**config.mk**
```make
export PLATFORM = sky130hd
export DESIGN_NAME = csp_core
export DESIGN_NICKNAME = d
export VERILOG_FILES = /design/src/design/csp_pkg.sv /design/src/design/csp_rate_dec.sv /design/src/design/csp_pc_next.sv /design/src/design/csp_core.sv
export SDC_FILE = /design/constraint.sdc
export NUM_CORES = 1
export LEC_CHECK = 0
export BUFFER_PORTS_ARGS = -buffer_cell sky130_fd_sc_hd__buf_4
export CORE_MARGIN = 2
export CORE_UTILIZATION = 44
export DETAILED_ROUTE_END_ITERATION = 12
export PLACE_DENSITY = 0.85
export SETUP_SLACK_MARGIN = 0.05
export SYNTH_ARGS = -nofsm -noshare
export SYNTH_HDL_FRONTEND = slang
export SYNTH_SLANG_ARGS = --single-unit
```
**constraint.sdc**
```tcl
create_clock -name CLK -period 2.1 [get_ports CLK]
set_clock_uncertainty 0.2 [all_clocks]
set_input_delay 0.315 -clock CLK [delete_from_list [all_inputs] [get_ports CLK]]
set_output_delay 0.315 -clock CLK [all_outputs]
set_load 0.03 [all_outputs]
```
**src/design/csp_pkg.sv**
```systemverilog
// Package: constants and types for the core status/config/PC block.
// Assumes one CLK domain, one instruction step per strobe from the core.
package csp_pkg;
	localparam logic [4:0] ADDR_PC_LOW      = 5'h02;
	localparam logic [4:0] ADDR_ALU_STATUS  = 5'h03;
	localparam logic [8:0] PC_RESET_VECTOR  = 9'h1ff;
	localparam logic [5:0] CFG_RESET        = 6'h3f;
	localparam logic [7:0] STATUS_RESET     = 8'h18;
	localparam int         CFG_SRC_BIT      = 5;
	localparam int         CFG_EDGE_BIT     = 4;
	localparam int         CFG_ASSIGN_BIT   = 3;
	localparam int         STAT_TO_BIT      = 4;
	localparam int         STAT_PD_BIT      = 3;
	localparam int         STAT_Z_BIT       = 2;
	localparam int         STAT_DC_BIT      = 1;
	localparam int         STAT_C_BIT       = 0;

	// Program counter action chosen by the decoder
	typedef enum logic [2:0] {
		CSP_PC_INC  = 3'b000,
		CSP_PC_JUMP = 3'b001,
		CSP_PC_CALL = 3'b010,
		CSP_PC_RET  = 3'b011,
		CSP_PC_HOLD = 3'b100
	} csp_pc_op_t;

	// Flag update class of the executing instruction
	typedef enum logic [1:0] {
		CSP_FL_NONE = 2'b00,
		CSP_FL_Z    = 2'b01,
		CSP_FL_ZCD  = 2'b10,
		CSP_FL_ROT  = 2'b11
	} csp_flag_op_t;
endpackage

```
**src/design/csp_rate_dec.sv**
```systemverilog
// Prescale rate decoder: rate code to one-hot tap of a divide chain.
// Assumes the caller owns the prescaler counter itself.
`timescale 1ns/1ps
module csp_rate_dec
(
	input  wire logic [2:0] code,
	output logic      [7:0] tap
);
	// Code 0 is 1:2, each step doubles, code 7 is 1:256
	always_comb
	begin
		tap = 8'h01 << code;
	end
endmodule // csp_rate_dec

```
**src/design/csp_pc_next.sv**
```systemverilog
// Next program counter selector.
// Assumes the caller registers the result.
`timescale 1ns/1ps
module csp_pc_next
(
	input  wire logic [8:0]          pc,
	input  wire csp_pkg::csp_pc_op_t op,
	input  wire logic [8:0]          lit,
	input  wire logic [8:0]          ret_addr,
	input  wire logic                pcl_wr,
	input  wire logic [7:0]          pcl_data,
	output logic      [8:0]          pc_nxt
);
	always_comb
	begin
		if (pcl_wr)
			pc_nxt = {1'b0, pcl_data};
		else
		begin
			case (op)
				csp_pkg::CSP_PC_JUMP: pc_nxt = lit;
				csp_pkg::CSP_PC_CALL: pc_nxt = {1'b0, lit[7:0]};
				csp_pkg::CSP_PC_RET:  pc_nxt = ret_addr;
				csp_pkg::CSP_PC_HOLD: pc_nxt = pc;
				default:              pc_nxt = pc + 9'h001;
			endcase
		end
	end
endmodule // csp_pc_next

```
**src/design/csp_core.sv**
```systemverilog
// Core status, prescale configuration and program counter.
// Assumes the instruction core gives one STEP pulse per instruction
// cycle with decoded controls valid in that cycle.
`timescale 1ns/1ps
module csp_core
(
	input  wire logic                  CLK,
	input  wire logic                  RST_N,
	input  wire logic                  STEP,
	input  wire csp_pkg::csp_pc_op_t   PC_OP,
	input  wire logic [8:0]            LIT,
	input  wire logic [8:0]            RET_ADDR,
	input  wire logic                  CFG_LOAD,
	input  wire logic [7:0]            WREG,
	input  wire logic                  FILE_WR,
	input  wire logic [4:0]            FILE_ADDR,
	input  wire logic [7:0]            FILE_WDATA,
	input  wire csp_pkg::csp_flag_op_t FLAG_OP,
	input  wire logic [7:0]            RESULT,
	input  wire logic                  CARRY_IN,
	input  wire logic                  DCARRY_IN,
	input  wire logic [7:0]            ROT_OPERAND,
	input  wire logic                  ROT_LEFT,
	input  wire logic                  TIMEOUT_SET,
	input  wire logic                  TIMEOUT_CLR,
	input  wire logic                  POWERDOWN_SET,
	input  wire logic                  POWERDOWN_CLR,
	output logic      [8:0]            PC,
	output logic      [7:0]            ALU_STATUS,
	output logic      [7:0]            PC_LOW_READ,
	output logic                       TIMER_SOURCE_SELECT,
	output logic                       TIMER_EDGE_SELECT,
	output logic                       PRESCALER_ASSIGN,
	output logic      [7:0]            PRESCALE_TAP
);
	typedef struct packed {
		logic [8:0] pc;
		logic [7:0] status;
		logic [5:0] cfg;
		logic [7:0] tap;
	} csp_state_t;

	csp_state_t st_r;
	csp_state_t st_nxt;
	logic [8:0] pc_sel;
	logic [7:0] tap_dec;
	logic [5:0] cfg_nxt;
	logic       pcl_wr;
	logic       stat_wr;

	// Low counter byte write forces a computed jump
	assign pcl_wr  = STEP && FILE_WR && FILE_ADDR == csp_pkg::ADDR_PC_LOW;
	assign stat_wr = STEP && FILE_WR
		&& FILE_ADDR == csp_pkg::ADDR_ALU_STATUS;

	csp_pc_next u_pc_next
	(
		.pc       (st_r.pc),
		.op       (PC_OP),
		.lit      (LIT),
		.ret_addr (RET_ADDR),
		.pcl_wr   (pcl_wr),
		.pcl_data (FILE_WDATA),
		.pc_nxt   (pc_sel)
	);

	// Decoder fed from its own next value, not the state copy, so the tap has no cycle of lag behind config
	assign cfg_nxt = !RST_N ? csp_pkg::CFG_RESET
		: (STEP && CFG_LOAD) ? WREG[5:0] : st_r.cfg;

	csp_rate_dec u_rate_dec
	(
		.code (cfg_nxt[2:0]),
		.tap  (tap_dec)
	);

	always_comb
	begin
		st_nxt = st_r;
		if (STEP)
			st_nxt.pc = pc_sel;
		if (stat_wr)
		begin
			// Page bits always writable
			st_nxt.status[7:5] = FILE_WDATA[7:5];
			if (FLAG_OP == csp_pkg::CSP_FL_NONE)
				st_nxt.status[2:0] = FILE_WDATA[2:0];
			// Flag bits left to the result logic below
		end
		if (STEP)
		begin
			case (FLAG_OP)
				csp_pkg::CSP_FL_Z:
					st_nxt.status[csp_pkg::STAT_Z_BIT] =
						RESULT == 8'h00;
				csp_pkg::CSP_FL_ZCD:
				begin
					st_nxt.status[csp_pkg::STAT_Z_BIT] =
						RESULT == 8'h00;
					st_nxt.status[csp_pkg::STAT_DC_BIT] = DCARRY_IN;
					st_nxt.status[csp_pkg::STAT_C_BIT]  = CARRY_IN;
				end
				csp_pkg::CSP_FL_ROT:
					st_nxt.status[csp_pkg::STAT_C_BIT] = ROT_LEFT
						? ROT_OPERAND[7] : ROT_OPERAND[0];
				default:
					st_nxt.status = st_nxt.status;
			endcase
		end
		// Reset/sleep logic only; software writes never reach these
		if (TIMEOUT_SET)
			st_nxt.status[csp_pkg::STAT_TO_BIT] = 1'b1;
		else if (TIMEOUT_CLR)
			st_nxt.status[csp_pkg::STAT_TO_BIT] = 1'b0;
		if (POWERDOWN_SET)
			st_nxt.status[csp_pkg::STAT_PD_BIT] = 1'b1;
		else if (POWERDOWN_CLR)
			st_nxt.status[csp_pkg::STAT_PD_BIT] = 1'b0;
		st_nxt.cfg = cfg_nxt;
		st_nxt.tap = tap_dec;
		if (!RST_N)
		begin
			st_nxt.pc     = csp_pkg::PC_RESET_VECTOR;
			st_nxt.status = csp_pkg::STATUS_RESET;
			st_nxt.cfg    = csp_pkg::CFG_RESET;
			st_nxt.tap    = 8'h80;
		end
	end

	always_ff @(posedge CLK)
	begin
		st_r <= st_nxt;
	end

	// Config is not readable; only its decoded fields leave the block
	assign PC                  = st_r.pc;
	assign ALU_STATUS          = st_r.status;
	assign PC_LOW_READ         = st_r.pc[7:0];
	assign TIMER_SOURCE_SELECT = st_r.cfg[csp_pkg::CFG_SRC_BIT];
	assign TIMER_EDGE_SELECT   = st_r.cfg[csp_pkg::CFG_EDGE_BIT];
	assign PRESCALER_ASSIGN    = st_r.cfg[csp_pkg::CFG_ASSIGN_BIT];
	assign PRESCALE_TAP        = st_r.tap;
endmodule // csp_core

```
==> results of run 1 <==
==> state kept, by name, summed over array words and instances, names as in the netlist <==
name                 count
TIMER_EDGE_SELECT        1
ALU_STATUS               8
PRESCALER_ASSIGN         1
TIMER_SOURCE_SELECT      1
PC                       9
PRESCALE_TAP             8
st_r                     3
==> final timing paths <==
check / startpoint / depth (start not counted) / end
setup / recovery: PC[0] / 6 / PC[8]
setup reg to reg: PC[0] / 6 / PC[8]
hold / removal: POWERDOWN_SET / 2 / ALU_STATUS[3]
hold reg to reg: ALU_STATUS[5] / 2 / ALU_STATUS[5]
==> metrics by stage <==
stage          cells  setup slack [ps]  util [%]  hold slack [ps]  cell area [um^2]
6_report         342               258      58.8             20.5              2520
5_1_grt          342              97.0      58.8             24.2              2520
4_1_cts          342               246      58.8             13.4              2520
3_5_place_dp     335               265      56.8              251              2440
3_3_place_gp     335               299      56.8              244              2440
2_1_floorplan    227               483         -              209              1930
==> layer usage <==
| metal | GRT usage [%] | up-vias |
|---|---|---|
| met1 | 22.3 | 828 |
| met4 | 8.76 | 0 |
| met3 | 4.04 | 9 |
| met2 | 29.6 | 98 |
| li1 | - | 902 |
| met5 | 0 | - |
==> cell families (layout without fill, tap and decap cells) <==
group / Yosys count / count (layout) / share of synthesized area, %
AO/OA/AOI/OAI: 47 / 47 / 16.5
XOR/XNOR: 7 / 7 / 3.18
adder cells (fa/ha/maj): 4 / 4 / 2.59
buffers and inverters: 50 / 113 / 17.2
flip-flops: 31 / 31 / 32.1
multiplexers: 13 / 13 / 6.87
AND/OR/NAND/NOR: 75 / 75 / 21.5
==> area by class of cell <==
type                            instances  area [um^2]
Clock buffer                            6         82.6
Sequential cell                        31          621
Timing Repair Buffer                  100          751
Multi-Input combinational cell        146          978
Fill cell                             411         1770
Inverter                                6         22.5
Clock inverter                          1         5.00
Tap cell                               52         65.1
==> power groups by stage <==
stage | Sequential (W) | Clock [W] | Combinational, W
floorplan | 0.000668 | 0 | 0.000331
global placement | 0.000669 | 0 | 0.000467
detailed placement | 0.000670 | 0 | 0.000477
CTS | 0.000657 | 0.000470 | 0.000478
global route | 0.000663 | 0.000493 | 0.000516
finish | 0.000658 | 0.000460 | 0.000477
==> critical path: cells and delay by family (launching register included) <==
kind / cells / cell delay (ps)
flip-flops: 1 / 470
XOR/XNOR: 1 / 170
adder cells (fa/ha/maj): 1 / 250
AND/OR/NAND/NOR: 3 / 400
AO/OA/AOI/OAI: 1 / 260
==> cell usage in the layout (no fill, tap or decap), types with 8 or more instances in the layout <==
cell       n
dfxtp_1   31
mux2i_1   11
buf_4    100
nand2_1   25
nor2_1     9
a21oi_1   16
o21ai_0    8
nand3_1   18
==> metrics.md, run 1 <==
| Metric | Value |
|---|---|
| DR WL/cell | around 13 um |
| CTS Sinks | 31 |
| Fin crit share | approximately 88% |
| Leak | 1.19 nW |
| DR top layer | met4 |
| # IOs | 108 |
| Int Pwr | approximately 0.0011 W |
| Largest net degree at the start of global routing | 21 |
| Share of layout cells above drive strength 1 | 40.7% |
| Die ar. | 4930 um^2 |
| Sw power | 0.000494 W |
| Worst-path clk slew | 60 ps |
| Placer Congestion | between 0.8 and 0.9 |
| Cts hold-fix bufs | 0 |
| Initial antenna violation count | 0 |
| Synthesized instance count | 227 |
| Yosys warning count | 0 |
| 1st-iter DRT viols | between 90 and 100 |
| Slowest cell on crit path | dfxtp_1 |
| WL met2 | 2180 um |
| CP max FO | 7 |
| Most frequent cell after synthesis | buf_4 |
| Post-cts sizing count | 0 |
| Critical Path Source Type | flip-flop |
| Initial Utilization | 45.0% |
| Worst skew pair latency | ~270 ps |
| Port Buf Inserts | 99 |
| Post-synthesis area per instance | between 8 and 9 um^2 |
| Final Slew Violations | 0 |
| Worst reg-to-reg setup slack | 260 ps |
| Max_slew headroom | about three fifths |
| Layout Nets | 366 |
| Max-Cap Viols | 0 |
| CP max stage delay | 470 ps |
| Crit-path cells | ha_1 > nand2_1 > nor3_1 > xor2_1 > nor2_1 > o311ai_2 |
| Placeable Area | ~4300 um^2 |
| Critical path type | reg2reg |
| Sequential Power Share | a little over 40% |
| Slew @ Worst Pin | 592 ps |
| Met1 wire length | roughly 1900 um |
| Tot GR Track Use | 18.1% |
| ANT cells | 0 |
| Die height | 70.2 um |
| Clock period minus final worst setup slack | 1840 ps |
| Drt pass-1 iters | 4 |
| Async set-reset flop share out of synthesis | 0% |
| RSZ-0062 raised after global routing | false |
| Most frequent cells after synthesis | buf_4 (33), dfxtp_1 (31), nand2_1 (25), nand3_1 (18), a21oi_1 (16) |
| Synth Register Bits | 31 |
| Fmax | around 540 MHz |
| TritonCTS Buffers | 5 |
| CTS tree | yes |
| Post-route DRC | 0 |
| Area Growth Syn to Fin | 30.8% |
| Row cnt | 24 |
| Combinational power share | between 20% and 30% |
| Setup Buffers After CTS | 0 |
| Vias in the first global route | 1632 |
| Grt ovf | 0 |
| Vias | 1837 |
| Post-synth top area cell | dfxtp_1 |
| CP Capture Type | flip-flop |
| Setup Viol. Count Final | 0 |
| Synth Flop Type | dfxtp_1 |
| Yosys cell types | 43 |
| Status | finished clean |
| Share of the synthesized area in the top cell type | 32.1% |
| Vias per cell | between 5 and 6 |
| Clock root cell | clkbuf_8 |
| H-tree Lvls | 2 |
| Final Hold Viols | 0 |
| Syn Std Cell Area | about 1900 um^2 |
| WP data arrival | 1830 ps |
| Setup TNS | 0 ps |
| Pwr Total | 0.00159 W |
| Type of the most critical hold path | in2reg |
| Clock buffer depth | 2 |
| Dominant cells by area after synthesis | dfxtp_1 (32%), buf_4 (13%), mux2i_1 (5.7%) |
| Drt total wl | about 4500 um |
| Pwr per Cell Area | 631 nW/um^2 |
| EDFF count, synth | 0 |
| Clk pwr share | 28.9% |
| CP required | 2090 ps |
| First-pass GRT wire length | between 7000 and 8000 um |
| DR WL met3 | 401 um |
| Post-route ant nets | 0 |
| DP HPWL | 3590 um |
| Syn Nets | 303 |
| Peak supply drop | between 300 and 400 uV |
| Sw Ratio | 31.0% |
| Register area share after synthesis | 32.1% |
| Die span in x | 70.2 um |
No activity file was read; power rests on OpenSTA's default activity.
==> inputs of run 2 (changes only) <==
--- a/config.mk
+++ b/config.mk
@@ -6,9 +6,11 @@
 export NUM_CORES = 1
 export LEC_CHECK = 0
 export BUFFER_PORTS_ARGS = -buffer_cell sky130_fd_sc_hd__buf_4
+export CORE_ASPECT_RATIO = 0.7
 export CORE_MARGIN = 2
 export CORE_UTILIZATION = 44
 export DETAILED_ROUTE_END_ITERATION = 12
+export GPL_TIMING_DRIVEN = 0
 export PLACE_DENSITY = 0.85
 export SETUP_SLACK_MARGIN = 0.05
 export SYNTH_ARGS = -nofsm -noshare
==> run 2 against run 1 <==
Utilization grew 6.6 points. Non-clock buffer count grew 39. Register-to-register slack gained 50 ps. Wire length grew 8.9%. Clock power grew 2%. Design area grew 11%. Die area grew 0.17%. First-iteration DRC count shrank 11%. Maximum frequency grew 2.9%. Critical endpoint unchanged. Highest routed layer unchanged.
==> metrics.md, run 2 (synthesis results as in run 1) <==
| Metric | Value |
|---|---|
| Status | finished clean (unchanged) |
| CP max stage delay | 440 ps (was 470 ps) |
| CP required | 2090 ps (about the same) |
| Crit Reg-Reg Endpoint | PC[8] (unchanged) |
| Origin of the critical flop-to-flop path | PC[0] (unchanged) |
| Setup Viol. Count Final | 0 (unchanged) |
| Most common cell after layout, fill and taps aside | buf_4 (unchanged) |
| Post-cts sizing count | 0 (unchanged) |
| Post-route DRC | 0 (unchanged) |
| Die height | 59.4 um (was 70.2 um) |
| Clock period minus final worst setup slack | 1790 ps (was 1840 ps) |
| DR WL/cell | 12.9 um (was 13.3 um) |
| GR Layer Usage met1 | 26.2% (was 22.3%) |
| Slowest cell on crit path | dfxtp_1 (unchanged) |
| Setup Buffers After CTS | 0 (unchanged) |
| R2R depth | 6 (unchanged) |
| Filler cell count | 368 (was 411) |
| Final core utilization | 65.4% (was 58.8%) |
| Fin crit share | 85.2% (was 87.7%) |
| Max_slew headroom | 65.0% (was 60.4%) |
| Port Buf Inserts | 95 (was 99) |
| Slew @ Worst Pin | 525 ps (was 592 ps) |
| Setup TNS | 0 ps (unchanged) |
| RSZ-0062 raised after global routing | false (unchanged) |
| ANT cells | 0 (unchanged) |
| Layout Nets | 405 (was 366) |
| Vias per cell | 5.04 (was 5.37) |
| Type of the most critical hold path | in2reg (unchanged) |
| Pwr per Cell Area | 595 nW/um^2 (was 631 nW/um^2) |
| DP HPWL | 4040 um (was 3590 um) |
| CTS tree | yes (unchanged) |
| Clock buffer depth | 2 (unchanged) |
| Worst reg-to-reg setup slack | 310 ps (was 260 ps) |
| Grt ovf | 0 (unchanged) |
| Share of layout cells above drive strength 1 | 46.2% (was 40.7%) |
| Initial antenna violation count | 0 (unchanged) |
| Worst-path clk slew | 60 ps (about the same) |
| Placeable Area | 4280 um^2 (was 4290 um^2) |
| Peak supply drop | 337 uV (was 388 uV) |
| TritonCTS Buffers | 5 (unchanged) |
| Die ar. | 4940 um^2 (was 4930 um^2) |
| Crit-path cells | ha_1 > nand2_1 > nor3_1 > xor2_1 > nor2_1 > o311ai_2 (unchanged) |
| M3 GR Usage | 5.71% (was 4.04%) |
| Drt pass-1 iters | 4 (unchanged) |
| FF+latch area | 621 um^2 (unchanged) |
| CTS Sinks | 31 (unchanged) |
| Vias | 1936 (was 1837) |
| Area Growth Syn to Fin | 45.0% (was 30.8%) |
| Drt total wl | 4950 um (was 4550 um) |
| Critical Path Source Type | flip-flop (unchanged) |
| Commonest non-fill, non-tap cells in the layout | buf_4 (128), dfxtp_1 (31), nand2_1 (25), nand3_1 (18), a21oi_1 (16) (was buf_4 (100), dfxtp_1 (31), nand2_1 (25), nand3_1 (18), a21oi_1 (16)) |
| Leak | 1.35 nW (was 1.19 nW) |
| Cts hold-fix bufs | 0 (unchanged) |
| 1st-iter DRT viols | 86 (was 97) |
| Final Slew Violations | 0 (unchanged) |
| # IOs | 108 (unchanged) |
| Max-Cap Viols | 0 (unchanged) |
| Vias in the first global route | 1681 (was 1632) |
| WP data arrival | 1780 ps (was 1830 ps) |
| Row cnt | 20 (was 24) |
| Final Hold Viols | 0 (unchanged) |
| Initial Utilization | 45.1% (was 45.0%) |
| Worst skew pair latency | 280 ps (was 270 ps) |
| Instance count on the critical path | 6 (unchanged) |
| Critical path type | reg2reg (unchanged) |
| Largest net degree at the start of global routing | 11 (was 21) |
| CP delay by family, top | flip-flops (unchanged) |
| Worst slack at placement | 334 ps (was 265 ps) |
| Multi-input gate area | 978 um^2 (unchanged) |
| Grt peak-use layer | met2 (unchanged) |
| Crit path to | PC[8] (unchanged) |
| Tot GR Track Use | 19.6% (was 18.1%) |
| Beginning of the critical path | PC[0] (unchanged) |
| Setup ws final | 310 ps (was 258 ps) |
| Die span in x | 83.2 um (was 70.2 um) |
| M2 GR Usage | 31.0% (was 29.6%) |
| Max reg flops | 9 (unchanged) |
| Placer Congestion | 0.847 (was 0.804) |
| First-pass GRT wire length | 7700 um (was 7240 um) |
| CP max FO | 7 (unchanged) |
| CP Capture Type | flip-flop (unchanged) |
| H-tree Lvls | 2 (unchanged) |
| Post-route ant nets | 0 (unchanged) |
| Clock root cell | clkbuf_8 (unchanged) |
| CP bufs+invs | 0 (unchanged) |
| Fmax | 559 MHz (was 543 MHz) |
-- run 2: cell count changes in the layout (fill, tap and decap cells not counted), sizes merged --
cell and change:
buf +34, clkbuf +5
-- run 2: layout make-up --
cell class	count	area share, %
Clock buffer	6	2.95
Timing Repair Buffer	95	25.5
Tap cell	55	2.46
Multi-Input combinational cell	146	34.9
Inverter	6	0.804
Clock inverter	1	0.179
Buffer	44	11.0
Sequential cell	31	22.2
-- run 2: per-stage QoR --
stage	instances	cell area, um^2	hold WS, ps	total power [W]
2_1_floorplan	227	1930	209	0.00100
3_3_place_gp	377	2710	247	0.00120
3_5_place_dp	377	2710	259	0.00121
4_1_cts	384	2800	17.1	0.00167
5_1_grt	384	2800	24.7	0.00175
6_report	384	2800	15.3	0.00167
-- run 2: how the worst min path moves through the flow --
stage | start | endpoint | slack, ps | depth (start not counted)
5_1_grt | TIMEOUT_SET | ALU_STATUS[4] | 20 | 2
4_1_cts | TIMEOUT_SET | ALU_STATUS[4] | 20 | 2
3_3_place_gp | ALU_STATUS[6] | ALU_STATUS[6] | 250 | 2
6_report | TIMEOUT_SET | ALU_STATUS[4] | 20 | 2
3_5_place_dp | ALU_STATUS[5] | ALU_STATUS[5] | 260 | 2
2_1_floorplan | POWERDOWN_SET | ALU_STATUS[3] | 210 | 1
-- run 2: power breakdown --
group / total, W / switching (W) / leakage [nW] / internal, W
clock network: 0.000469 / 0.000213 / 0.0470 / 0.000257
registers: 0.000659 / 0.0000374 / 0.254 / 0.000622
logic: 0.000537 / 0.000268 / 1.05 / 0.000269
total: 0.00167 / 0.000518 / 1.35 / 0.00115
-- run 2: layer usage --
metal / up-vias / wire, um / part of all wire [%]
li1: 987 / - / -
met3: 9 / 437 / 8.8
met1: 854 / 2180 / 44
met2: 86 / 2280 / 46
met5: - / 0 / 0
met4: 0 / 59 / 1.2
==> inputs of run 3 (changes only) <==
--- a/config.mk
+++ b/config.mk
@@ -6,7 +6,7 @@
 export NUM_CORES = 1
 export LEC_CHECK = 0
 export BUFFER_PORTS_ARGS = -buffer_cell sky130_fd_sc_hd__buf_4
-export CORE_ASPECT_RATIO = 0.7
+export CORE_ASPECT_RATIO = 0.9
 export CORE_MARGIN = 2
 export CORE_UTILIZATION = 44
 export DETAILED_ROUTE_END_ITERATION = 12
==> run 3 against run 2 <==
Clock power up 28%. Maximum frequency fell by 2.0%. Power up 8.0%. Utilization up 2.8 points. Via count up 2.6%. First-iteration DRC count grew 47%. Sequential share of layout area shrank 0.28 points. Global-route usage increased by 0.55 points.
==> metrics.md, run 3 (synthesis results as in run 1) <==
| Metric | Value |
|---|---|
| Peak supply drop | 601 uV (was 337 uV) |
| Drt pass-1 iters | 4 (unchanged) |
| Layout Nets | 405 (unchanged) |
| Port Buf Inserts | 95 (unchanged) |
| WP data arrival | 1820 ps (was 1780 ps) |
| Worst skew pair latency | 280 ps (about the same) |
| Die ar. | 4930 um^2 (was 4940 um^2) |
| CP bufs+invs | 0 (unchanged) |
| Fmax | 548 MHz (was 559 MHz) |
| CP max stage delay | 490 ps (was 440 ps) |
| Pwr per Cell Area | 634 nW/um^2 (was 595 nW/um^2) |
| TritonCTS Buffers | 5 (unchanged) |
| Final Hold Viols | 0 (unchanged) |
| Fin crit share | 87.0% (was 85.2%) |
| Status | finished clean (unchanged) |
| Vias in the first global route | 1728 (was 1681) |
| Leak | 1.37 nW (was 1.35 nW) |
| Vias | 1987 (was 1936) |
| FF+latch area | 621 um^2 (unchanged) |
| Initial antenna violation count | 0 (unchanged) |
| Setup Buffers After CTS | 0 (unchanged) |
| Origin of the critical flop-to-flop path | PC[0] (unchanged) |
| Hold_sp | POWERDOWN_SET (was TIMEOUT_SET) |
| Drt total wl | 4930 um (was 4950 um) |
| ANT cells | 0 (unchanged) |
| Sw power | 0.000524 W (was 0.000518 W) |
| Share of layout cells above drive strength 1 | 46.4% (was 46.2%) |
| CP max FO | 7 (unchanged) |
| Post-route DRC | 0 (unchanged) |
| Worst slack at placement | 303 ps (was 334 ps) |
| Sw Ratio | 29.1% (was 31.1%) |
| Slew @ Worst Pin | 525 ps (about the same) |
| Clock buffer depth | 2 (unchanged) |
| Min Hold Slack | 14.8 ps (was 15.3 ps) |
| CP required | 2090 ps (about the same) |
| Finished Cell Area | 2840 um^2 (was 2800 um^2) |
| Instance count on the critical path | 6 (unchanged) |
| Critical Path Source Type | flip-flop (unchanged) |
| Clock root cell | clkbuf_8 (unchanged) |
| Type of the most critical hold path | in2reg (unchanged) |
| Vias per cell | 5.09 (was 5.04) |
| Int Pwr | 0.00127 W (was 0.00115 W) |
| RSZ-0062 raised after global routing | false (unchanged) |
| Placer Congestion | 0.826 (was 0.847) |
| Post-cts sizing count | 0 (unchanged) |
| Worst Hold Endpoint | ALU_STATUS[3] (was ALU_STATUS[4]) |
| Placeable Area | 4160 um^2 (was 4280 um^2) |
| Area post-placement | 2720 um^2 (was 2710 um^2) |
| Die span in x | 73.8 um (was 83.2 um) |
| 1st-iter DRT viols | 126 (was 86) |
| H-tree Lvls | 2 (unchanged) |
| CTS tree | yes (unchanged) |
| Clock period minus final worst setup slack | 1830 ps (was 1790 ps) |
| Initial Utilization | 46.4% (was 45.1%) |
| CP delay by family, top | flip-flops (unchanged) |
| Setup Viol. Count Final | 0 (unchanged) |
| DR WL/cell | 12.6 um (was 12.9 um) |
| Crit-path cells | ha_1 > nand2_1 > nor3_1 > xor2_1 > nor2_1 > o311ai_2 (unchanged) |
| Multi-input gate area | 978 um^2 (unchanged) |
| Hold Path Stages | 2 (unchanged) |
| Sequential Power Share | 36.7% (was 39.6%) |
| Max-Cap Viols | 0 (unchanged) |
| # IOs | 108 (unchanged) |
| CP Capture Type | flip-flop (unchanged) |
| Worst-path clk slew | 70 ps (was 60 ps) |
| Filler cell count | 356 (was 368) |
| Max reg flops | 9 (unchanged) |
| Largest net degree at the start of global routing | 11 (unchanged) |
| CTS Sinks | 31 (unchanged) |
| Grt ovf | 0 (unchanged) |
| Commonest non-fill, non-tap cells in the layout | buf_4 (128), dfxtp_1 (31), nand2_1 (25), nand3_1 (18), a21oi_1 (16) (unchanged) |
| Max_slew headroom | 65.0% (about the same) |
| Post-route ant nets | 0 (unchanged) |
| Slowest cell on crit path | dfxtp_1 (unchanged) |
| Die height | 66.8 um (was 59.4 um) |
| Tot GR Track Use | 20.2% (was 19.6%) |
| Clk pwr share | 33.3% (was 28.2%) |
| First-pass GRT wire length | 7670 um (was 7700 um) |
| Row cnt | 22 (was 20) |
| Cts hold-fix bufs | 0 (unchanged) |
| Final Slew Violations | 0 (unchanged) |
| Setup TNS | 0 ps (unchanged) |
| Critical path type | reg2reg (unchanged) |
| Area Growth Syn to Fin | 46.9% (was 45.0%) |
| DP HPWL | 4000 um (was 4040 um) |
| Final core utilization | 68.2% (was 65.4%) |
| Combinational power share | 30.0% (was 32.2%) |
| Most common cell after layout, fill and taps aside | buf_4 (unchanged) |
| Setup ws final | 274 ps (was 310 ps) |
| Crit Reg-Reg Endpoint | PC[8] (unchanged) |
| R2R depth | 6 (unchanged) |
| Worst reg-to-reg setup slack | 270 ps (was 310 ps) |
-- run 3: cell count changes in the layout (fill, tap and decap cells not counted), sizes merged --
cell / delta
bufinv: +1
-- run 3: worst max-delay path by stage --
stage	startpoint	endpoint	slack (ps)
floorplan	PC[1]	PC[8]	480
global placement	PC[0]	PC[8]	310
detailed placement	PC[0]	PC[8]	300
CTS	PC[0]	PC[8]	280
global route	PC[0]	PC[8]	130
finish	PC[0]	PC[8]	270
-- run 3: area by class of cell --
cell class	instances	area share, %
clock inverter	2	1.24
clock buffer	6	2.91
tap	60	2.65
inverter	6	0.794
sequential	31	21.9
buffer	44	10.9
timing repair buffer	95	25.1
multi-input combinational	146	34.5
-- run 3: routing by layer --
layer	global-route usage [%]	wire length (um)	up-vias
met1	25.5	2110	894
met3	4.54	388	13
met5	0	0	-
met2	31.9	2310	91
met4	10.2	123	0
li1	-	-	989
-- run 3: power groups by stage --
stage | combinational, W | sequential, W | clock, W
floorplan | 0.000331 | 0.000668 | 0
global placement | 0.000527 | 0.000669 | 0
detailed placement | 0.000538 | 0.000671 | 0
CTS | 0.000541 | 0.000659 | 0.000607
global route | 0.000582 | 0.000665 | 0.000644
finish | 0.000540 | 0.000660 | 0.000598
-- run 3: through the flow --
stage / instances / total power, W
4_1_cts: 390 / 0.00181
5_1_grt: 390 / 0.00189
2_1_floorplan: 227 / 0.00100
3_3_place_gp: 382 / 0.00120
3_5_place_dp: 382 / 0.00121
6_report: 390 / 0.00180
